===== config.mk =====
export PLATFORM = sky130hd
export DESIGN_NAME = odtpd_top
export DESIGN_NICKNAME = d
export VERILOG_FILES = /design/src/odtpd_pkg.sv /design/src/odtpd_top.sv
export SDC_FILE = /design/constraint.sdc
export NUM_CORES = 1
export LEC_CHECK = 0
export BUFFER_PORTS_ARGS = -buffer_cell sky130_fd_sc_hd__buf_2
export CAP_MARGIN = 10
export CORE_ASPECT_RATIO = 0.8
export CORE_MARGIN = 3
export CORE_UTILIZATION = 50
export CTS_CLUSTER_SIZE = 14
export DETAILED_ROUTE_END_ITERATION = 8
export GPL_TIMING_DRIVEN = 0
export PLACE_DENSITY = 0.68
export SYNTH_ARGS = -nofsm -noshare
export SYNTH_HDL_FRONTEND = slang
export SYNTH_SLANG_ARGS = --single-unit

===== constraint.sdc =====
create_clock -name clk_in -period 4.3 [get_ports clk_in]
set_clock_uncertainty 0.05 [all_clocks]
set_input_delay 1.075 -clock clk_in [delete_from_list [all_inputs] [get_ports clk_in]]
set_output_delay 1.075 -clock clk_in [all_outputs]
set_load 0.01 [all_outputs]

===== src/odtpd_pkg.sv =====
package odtpd_pkg;

  // ---------------------------------------------------------------
  // Clock and latencies
  // ---------------------------------------------------------------
  localparam int CLK_PERIOD_PS  = 20000;   // 50 MHz reference clock
  localparam int WRITE_LATENCY  = 5;       // Write latency in clock cycles
  localparam int LEAD_CK        = WRITE_LATENCY - 1;  // Termination lead interval
  localparam int SYNC_LAT_CK    = WRITE_LATENCY - 2;  // Sync on and off latency
  localparam int HIST_DEPTH     = LEAD_CK + 2;        // History length for look-back

  // ---------------------------------------------------------------
  // Delays in their own unit and derived cycle counts
  // ---------------------------------------------------------------
  localparam int CPDED_CK       = 1;       // Command pass to disable delay, clock cycles
  localparam int RFC_NS         = 110;     // Refresh cycle time, ns
  localparam int XPDLL_NS       = 24;      // Exit delay with locked DLL, ns
  localparam int RFC_CK   = (RFC_NS * 1000 + CLK_PERIOD_PS - 1) / CLK_PERIOD_PS;
  localparam int XPDLL_CK = (XPDLL_NS * 1000 + CLK_PERIOD_PS - 1) / CLK_PERIOD_PS;

  // ---------------------------------------------------------------
  // Analog termination change bounds, ps
  // ---------------------------------------------------------------
  localparam int AON_MIN_PS     = -400;    // Sync turn-on skew minimum
  localparam int AON_MAX_PS     = 400;     // Sync turn-on skew maximum
  localparam int AOF_MIN_PS     = 6000;    // Sync turn-off skew minimum
  localparam int AOF_MAX_PS     = 14000;   // Sync turn-off skew maximum
  localparam int AONPD_MIN_PS   = 2000;    // Async turn-on delay minimum
  localparam int AONPD_MAX_PS   = 8500;    // Async turn-on delay maximum
  localparam int AOFPD_MIN_PS   = 2000;    // Async turn-off delay minimum
  localparam int AOFPD_MAX_PS   = 8500;    // Async turn-off delay maximum
  localparam int SYNC_LAT_PS    = SYNC_LAT_CK * CLK_PERIOD_PS;

  // ---------------------------------------------------------------
  // Widths and reset values
  // ---------------------------------------------------------------
  localparam int CNT_W          = 8;       // Tail and refresh counter width
  localparam logic [CNT_W-1:0] CNT_ZERO = 8'h00;
  localparam logic [CNT_W-1:0] CPDED_CNT = CNT_W'(CPDED_CK);
  localparam logic [CNT_W-1:0] RFC_CNT   = CNT_W'(RFC_CK);
  localparam logic [CNT_W-1:0] XPDLL_CNT = CNT_W'(XPDLL_CK);
  localparam logic [CNT_W-1:0] CNT_ONE   = 8'h01;
  localparam logic DLL_FROZEN_VAL = 1'b0;  // Mode bit value that freezes the DLL

  // Classification of one termination pin change
  typedef struct packed {
    logic uncertain;                       // Change fell in a transition period
    logic async_resp;                      // Change answered asynchronously
    logic sync_resp;                       // Change answered synchronously
  } odtpd_class_t;

  localparam odtpd_class_t CLASS_NONE = '{uncertain: 1'b0, async_resp: 1'b0, sync_resp: 1'b0};

endpackage


===== src/odtpd_top.sv =====
`timescale 1ns/10ps
// Operation
// - Lead interval is write latency minus one
// - Frozen DLL bit zero enables transition periods
// - Entry period: lead start to disable delay end
// - Pending refresh stretches entry period end
// - Lead start excluded, delay ends included
// - Turn-on change bounded by min/max of both
// - Turn-off change bounded by min/max of both
// - Sync latencies are write latency minus two
// - Exit period: lead before high to exit delay
// - Changes outside power-down answered synchronously
// - Changes inside power-down answered asynchronously when the DLL is frozen
// - Overlapping entry/exit periods merge into one
// - Overlapping exit/entry periods merge into one
// - Async path not delayed by additive latency
// - Termination receiver stays active in power-down
module odtpd_top
  import odtpd_pkg::*;
(
  input  wire logic         clk_in,            // 50 MHz clock
  input  wire logic         rstn_in,           // Sync reset, active low
  input  wire logic         cke_in,            // Clock enable pin
  input  wire logic         odt_in,            // Termination control pin
  input  wire logic         refresh_cmd_in,    // Refresh command registered
  input  wire logic         dll_freeze_sel_in, // Mode register zero freeze bit
  output logic              rtt_en_out,        // Internal termination enable
  output logic              async_mode_out,    // Async termination mode active
  output odtpd_class_t      odt_class_out      // Classification, lead plus one cycles late
);

  // ---------------------------------------------------------------
  // Declarations
  // ---------------------------------------------------------------
  logic [HIST_DEPTH-1:0] cke_hist_r,  cke_hist_nxt;   // Registered clock enable history
  logic [HIST_DEPTH-1:0] odt_hist_r,  odt_hist_nxt;   // Registered termination history
  logic [LEAD_CK-1:0]    tail_hist_r, tail_hist_nxt;  // Delayed tail activity
  logic [CNT_W-1:0]      tail_cnt_r,  tail_cnt_nxt;   // Remaining tail of a period
  logic [CNT_W-1:0]      rfc_cnt_r,   rfc_cnt_nxt;    // Remaining refresh time
  logic                  async_r,     async_nxt;      // Async mode state
  logic                  rtt_r,       rtt_nxt;        // Termination enable
  odtpd_class_t          class_r,     class_nxt;      // Change classification
  logic                  frozen;                      // DLL frozen in power-down
  logic                  cke_fall;                    // Clock enable first low
  logic                  cke_rise;                    // Clock enable first high
  logic                  look_edge;                   // Edge ahead of delayed point
  logic                  in_window;                   // Delayed point in a period
  logic                  odt_chg_d;                   // Pin change at delayed point

  // Worst-case termination change bounds inside a transition period
  localparam int ON_EARLY_PS  = (SYNC_LAT_PS + AON_MIN_PS < AONPD_MIN_PS) ?
                                (SYNC_LAT_PS + AON_MIN_PS) : AONPD_MIN_PS;
  localparam int ON_LATE_PS   = (SYNC_LAT_PS + AON_MAX_PS > AONPD_MAX_PS) ?
                                (SYNC_LAT_PS + AON_MAX_PS) : AONPD_MAX_PS;
  localparam int OFF_EARLY_PS = (SYNC_LAT_PS + AOF_MIN_PS < AOFPD_MIN_PS) ?
                                (SYNC_LAT_PS + AOF_MIN_PS) : AOFPD_MIN_PS;
  localparam int OFF_LATE_PS  = (SYNC_LAT_PS + AOF_MAX_PS > AOFPD_MAX_PS) ?
                                (SYNC_LAT_PS + AOF_MAX_PS) : AOFPD_MAX_PS;

  // ---------------------------------------------------------------
  // Event decode
  // ---------------------------------------------------------------
  // Edges of the registered clock enable and mode bit decode
  always_comb begin
    frozen   = (dll_freeze_sel_in == DLL_FROZEN_VAL);
    cke_fall = !cke_hist_r[0] && cke_hist_r[1];
    cke_rise = cke_hist_r[0] && !cke_hist_r[1];
  end

  // ---------------------------------------------------------------
  // History and tail counters
  // ---------------------------------------------------------------
  // Next values for histories and period tails
  always_comb begin
    cke_hist_nxt  = {cke_hist_r[HIST_DEPTH-2:0], cke_in};
    odt_hist_nxt  = {odt_hist_r[HIST_DEPTH-2:0], odt_in};
    tail_hist_nxt = {tail_hist_r[LEAD_CK-2:0], (tail_cnt_r != CNT_ZERO)};
    rfc_cnt_nxt   = rfc_cnt_r;
    tail_cnt_nxt  = tail_cnt_r;
    // Refresh time counter
    if (refresh_cmd_in) begin
      rfc_cnt_nxt = RFC_CNT;
    end else if (rfc_cnt_r != CNT_ZERO) begin
      rfc_cnt_nxt = rfc_cnt_r - CNT_ONE;
    end
    // Tail after entry or exit edge, end point included
    if (frozen && cke_fall) begin
      if (rfc_cnt_r > CPDED_CNT) begin
        tail_cnt_nxt = rfc_cnt_r;
      end else begin
        tail_cnt_nxt = CPDED_CNT;
      end
    end else if (frozen && cke_rise) begin
      tail_cnt_nxt = XPDLL_CNT;
    end else if (tail_cnt_r != CNT_ZERO) begin
      tail_cnt_nxt = tail_cnt_r - CNT_ONE;
    end
  end

  // Register histories and counters
  always_ff @(posedge clk_in) begin
    if (!rstn_in) begin
      cke_hist_r  <= '0;
      odt_hist_r  <= '0;
      tail_hist_r <= '0;
      tail_cnt_r  <= CNT_ZERO;
      rfc_cnt_r   <= CNT_ZERO;
    end else begin
      cke_hist_r  <= cke_hist_nxt;
      odt_hist_r  <= odt_hist_nxt;
      tail_hist_r <= tail_hist_nxt;
      tail_cnt_r  <= tail_cnt_nxt;
      rfc_cnt_r   <= rfc_cnt_nxt;
    end
  end

  // ---------------------------------------------------------------
  // Transition window at the delayed point
  // ---------------------------------------------------------------
  // A clock enable edge less than a lead interval ahead puts the point in a period
  always_comb begin
    look_edge = 1'b0;
    for (int i = 1; i <= LEAD_CK; i++) begin
      if (cke_hist_r[i] != cke_hist_r[i+1]) begin
        look_edge = 1'b1;
      end
    end
    // Union of overlapping entry and exit periods
    in_window = frozen && (look_edge || tail_hist_r[LEAD_CK-1]);
    odt_chg_d = odt_hist_r[LEAD_CK] != odt_hist_r[LEAD_CK+1];
  end

  // ---------------------------------------------------------------
  // Mode, termination and classification
  // ---------------------------------------------------------------
  // Next mode, termination level and classification
  always_comb begin
    async_nxt = async_r;
    class_nxt = CLASS_NONE;
    // Async once entry period is over, sync again at first high
    if (!frozen || cke_hist_r[0]) begin
      async_nxt = 1'b0;
    end else if (tail_cnt_r == CNT_ZERO && !cke_fall) begin
      async_nxt = 1'b1;
    end
    // Async follows the pin directly, sync after the fixed latency
    if (async_r) begin
      rtt_nxt = odt_hist_r[0];
    end else begin
      // The output flop supplies the last cycle of the sync latency
      rtt_nxt = odt_hist_r[SYNC_LAT_CK-1];
    end
    // Classify the change at the delayed point
    if (odt_chg_d) begin
      if (in_window) begin
        class_nxt.uncertain = 1'b1;
      end else if (frozen && !cke_hist_r[LEAD_CK]) begin
        class_nxt.async_resp = 1'b1;
      end else begin
        class_nxt.sync_resp = 1'b1;
      end
    end
  end

  // Register mode, termination and classification
  always_ff @(posedge clk_in) begin
    if (!rstn_in) begin
      async_r <= 1'b0;
      rtt_r   <= 1'b0;
      class_r <= CLASS_NONE;
    end else begin
      async_r <= async_nxt;
      rtt_r   <= rtt_nxt;
      class_r <= class_nxt;
    end
  end

  assign rtt_en_out     = rtt_r;
  assign async_mode_out = async_r;
  assign odt_class_out  = class_r;
endmodule


# Word-level counts from Yosys, hierarchy flattened
# Cells that the tools add are included.
# Widths: inputs -> output; s select.
totals:
  reg_bits: 37
  word_cells: 58
classes:
  n_reduce_logical: 22
  mux: 14
  addsub: 2
  eq_ne: 5
  bitwise: 3
  n_lt_le_gt_ge: 1
op_table:
  columns: ["op", "n"]
  rows:
  - ["$mux 8", 4]
  - ["$reduce_bool 8->1", 2]
  - ["$sub 8x1->8 const B", 2]
  - ["$gt 8x1->1 const B", 1]
  - ["$logic_not 8->1", 1]
  - ["$mux 1", 8]
  - ["$logic_and 1x1->1", 7]
  - ["$mux 3", 2]
  - ["$ne 1x1->1", 5]
  - ["$logic_not 1->1", 4]
  - ["$reduce_or 2->1", 2]
  - ["$not 1->1", 3]
  - ["$reduce_bool 3->1", 1]
  - ["$reduce_or 3->1", 1]
  - ["$logic_or 1x1->1", 2]
  - ["$reduce_and 2->1", 1]
  - ["$reduce_bool 2->1", 1]

# Longest topological paths before layout
depth:
  depth_word: 8
  mapped_depth: 6

# Worst setup path before layout
# OpenSTA, ideal clock, no wires.
synth_path:
  path_type: "input to register"
  from: "input port dll_freeze_sel_in"
  to: "register tail_cnt_r[0]"
  stages: 3
  required_time_ps: 4180
  path_slack_ps: 2352
  path_buffers: 0
  setup_ps: 70
  arrival_ps: 1829
  cell_sequence: "nor3b_2 > a21bo_2 > a21oi_1"
synth_via:
  elab_chain_cells: 4
  elab_cells_between_ends: 6
  cone_classes: "2 x mux; 1 x bitwise; 3 x reduce/logical"
synth_rtl:
  columns: ["element", "line", "rtl"]
  rows:
  - ["from (decl)", "odtpd_top.sv:26", "input wire logic dll_freeze_sel_in,"]
  - ["$not 1->1 (*)", "odtpd_top.sv:65", "frozen = (dll_freeze_sel_in == DLL_FROZEN_VAL);"]
  - ["$logic_and 1x1->1", "odtpd_top.sv:93", "end else if (frozen && cke_rise) begin"]
  - ["$mux 8", "odtpd_top.sv:93", null]
  - ["$mux 8", "odtpd_top.sv:87", "if (frozen && cke_fall) begin"]
  - ["to (signal assigned)", "odtpd_top.sv:112", "tail_cnt_r <= tail_cnt_nxt;"]
  - ["to (decl)", "odtpd_top.sv:38", "logic [CNT_W-1:0] tail_cnt_r, tail_cnt_nxt;"]
# Mark *: on every way between the ends. The rest lies on a longest branch, timed or not.
# A chain may end at the register's enable or synchronous reset.

# Worst setup path after layout
# Same ends and word-level chain as after synthesis.

==> summary.md <==
| Metric | Value |
|---|---|
| Status | `finished, final reports clean` |
| Period utilization | `45.8%` |
| Worst setup margin | `2330 ps` |
| Max_slew headroom | `62.1%` |
| Biggest area consumer among synthesized cells | `dfxtp_1` |
| Achievable Freq | `508 MHz` |
| Worst min path class | `register to register` |
| Post-route minimum period | `1970 ps` |
| Area share of the largest cell type after synthesis | `48.2%` |
| Slew Viols, Final | `0` |
| Leakage | `0.718 nW` |
| Placement Setup Slack | `2030 ps` |
| FF/Latch Area | `741 µm²` |
| Initial antenna violation count | `0` |
| MaxCap Viol Count | `0` |
| Worst setup SP type | `input port` |
| Worst Tran Pin Value | `565 ps` |
| Ys flop type | `dfxtp_1` |
| Post-synth EDFFs | `0` |
| Pwr dens | `599 mW/mm²` |
| Final setup fails | `0` |
| Antenna Diode Count | `0` |
| Clock sinks | `37` |
| Required @ worst endpoint | `4480 ps` |
| FP Rows | `17` |
| Synth warn | `0` |
| Worst vdd ir | `0.000308 V` |
| Register area share after synthesis | `48.2%` |
| I/O Buffers | `10` |
| Final wirelength | `3030 µm` |
| First-pass detailed-route iteration total | `4` |
| Final hold slack | `390 ps` |
| Clk pin slew, worst setup/hold paths | `70 ps` |
| Crit-path max FO | `9` |
| Synth Register Bits | `37` |
| Via/cell ratio | `5.37` |
| Final count of hold timing violations | `0` |
| PostCTS Resize Cnt | `0` |
| Initial DRC count | `35` |
| Unique masters post-synth | `41` |
| Number of buffers created by CTS | `5` |
| Largest net degree at the start of global routing | `12` |
| IO Pins | `11` |
| Gr usage total | `18.5%` |
| Synth Cell Area | `0.00154 mm²` |
| Initial Utilization | `53.9%` |
| CTS tree | `built` |
| First-pass GRT wire length | `5110 µm` |
| Final net count | `187` |
| Fin util | `60.2%` |
| WS Path Type | `input port to register` |
| Clk_lat worst skew | `290 ps` |
| Die height | `55.6 µm` |
| Post-DRT Antenna Nets | `0` |
| Top cells by area, synth | `dfxtp_1 (48%), and2_1 (6.1%), ha_1 (4.1%), a21oi_1 (3.3%), nor2_1 (2.9%)` |
| Worst Setup End Kind | `register` |
| Root Buffer | `clkbuf_8` |
| Die width | `68.0 µm` |
| Share of layout cells above drive strength 1 | `14.1%` |
| Die area | `0.00378 mm²` |
| Area delta synth->final | `11.7%` |
| Synthesized instance count | `159` |
| Count leader, synth | `dfxtp_1` |
| DRC | `0` |
| Global placer's final weighted congestion | `0.796` |
| Clock Path Buffers | `2` |
| Most frequent cells after synthesis | `dfxtp_1 (37), and2_1 (15), nor2_1 (12)` |
| Final TNS setup | `0 ps` |
| Vias in the first global route | `1109` |
| Mapped Avg Cell Area | `9.66 µm²` |
| Crit path DAT | `2150 ps` |
| H-tree levels | `2` |
| Post-CTS setup buffers | `0` |
| Core area | `0.00285 mm²` |
| DR vias | `1155` |
| Hold Buf Count CTS | `0` |
| Post-Syn Nets | `170` |
| Fill cells | `264` |
| Multi-input gate area | `749 µm²` |
| Unrepaired setup endpoints after global routing | `false` |
| Post-detail-place hpwl | `2200 µm` |
| Drt wl/cell | `14.1 µm` |
| Async set or reset register ratio after synthesis | `0%` |
| Congestion Overflow GR | `0` |
==> worst paths after layout <==
path	cells past startpoint	start	end	slack, ps
max reg2reg	4	tail_cnt_r[3]	tail_cnt_r[4]	2600
min	1	tail_hist_r[1]	tail_hist_r[2]	390
min reg2reg	1	tail_hist_r[1]	tail_hist_r[2]	390
max	4	dll_freeze_sel_in	tail_cnt_r[0]	2330
==> cells in the final DEF (no fill, tap or decap), types with 2 or more instances in the layout <==
cell      netlist  layout
dfxtp_1        37      37
nor4_1          2       2
mux2i_1         3       3
clkbuf_1        3       4
o21ai_0         6       6
xnor2_1         4       4
nand2_1        10      10
clkbuf_8        0       5
xor2_1          4       4
ha_1            5       5
nor2b_1         4       4
clkinv_2        0       2
or4_1           2       2
nor3_1          5       5
buf_2           0      10
nand3b_1        2       2
and2_1         15      15
inv_1           9       9
a21oi_1        10      10
nor2_1         12      12
nand3_1         3       3
==> layer usage <==
layer	GRT usage, %	routed length [µm]	vias up
met5	0	0	-
met4	5.67	42	0
met3	8.74	100	7
met2	26.4	1440	20
met1	24.6	1440	547
li1	-	-	581
==> per-stage QoR <==
stage | instance area, µm² | cells | power (W)
floorplan | 1540 | 159 | 0.000722
global placement | 1630 | 207 | 0.000778
detailed placement | 1630 | 207 | 0.000799
CTS | 1720 | 215 | 0.00103
global route | 1720 | 215 | 0.00110
finish | 1720 | 215 | 0.00103
==> cells by family after synthesis <==
family	count (synthesis)	share of synthesized area (%)
adders and majority gates	5	4.07
DFF	37	48.2
muxes	4	2.93
AOI/OAI and AO/OA	29	12.7
and+or+nand+nor	64	24.5
xor gates and xnor gates	8	4.56
buffers and inverters	12	2.93
==> sequential cells by signal, summed over array words and instances (netlist names) <==
register        count
rfc_cnt_r           8
tail_cnt_r          8
cke_hist_r          6
odt_hist_r          6
tail_hist_r         4
odt_class_out       3
async_mode_out      1
rtt_en_out          1
==> report_power, final <==
group | internal [W] | switching, W | total, W
combinational | 0.000162 | 0.000178 | 0.000339
clock | 0.000112 | 0.000121 | 0.000233
sequential | 0.000399 | 0.0000557 | 0.000454
total | 0.000673 | 0.000354 | 0.00103
==> area by class of cell <==
class                   instances  area share (%)
inverters                       9            1.97
plain buffers                   3           0.656
clock inverters                 2           0.584
well taps                      38            2.77
repair buffers                 10            2.92
clock buffers                   6            4.23
multi-input cells             110            43.7
flip-flops and latches         37            43.2
==> worst max-delay path, stage by stage <==
cell and delay, ps:
buf_2 140, nor3b_2 500, a21bo_2 300, a21oi_1 130
Power figures use the tool's default switching activity.
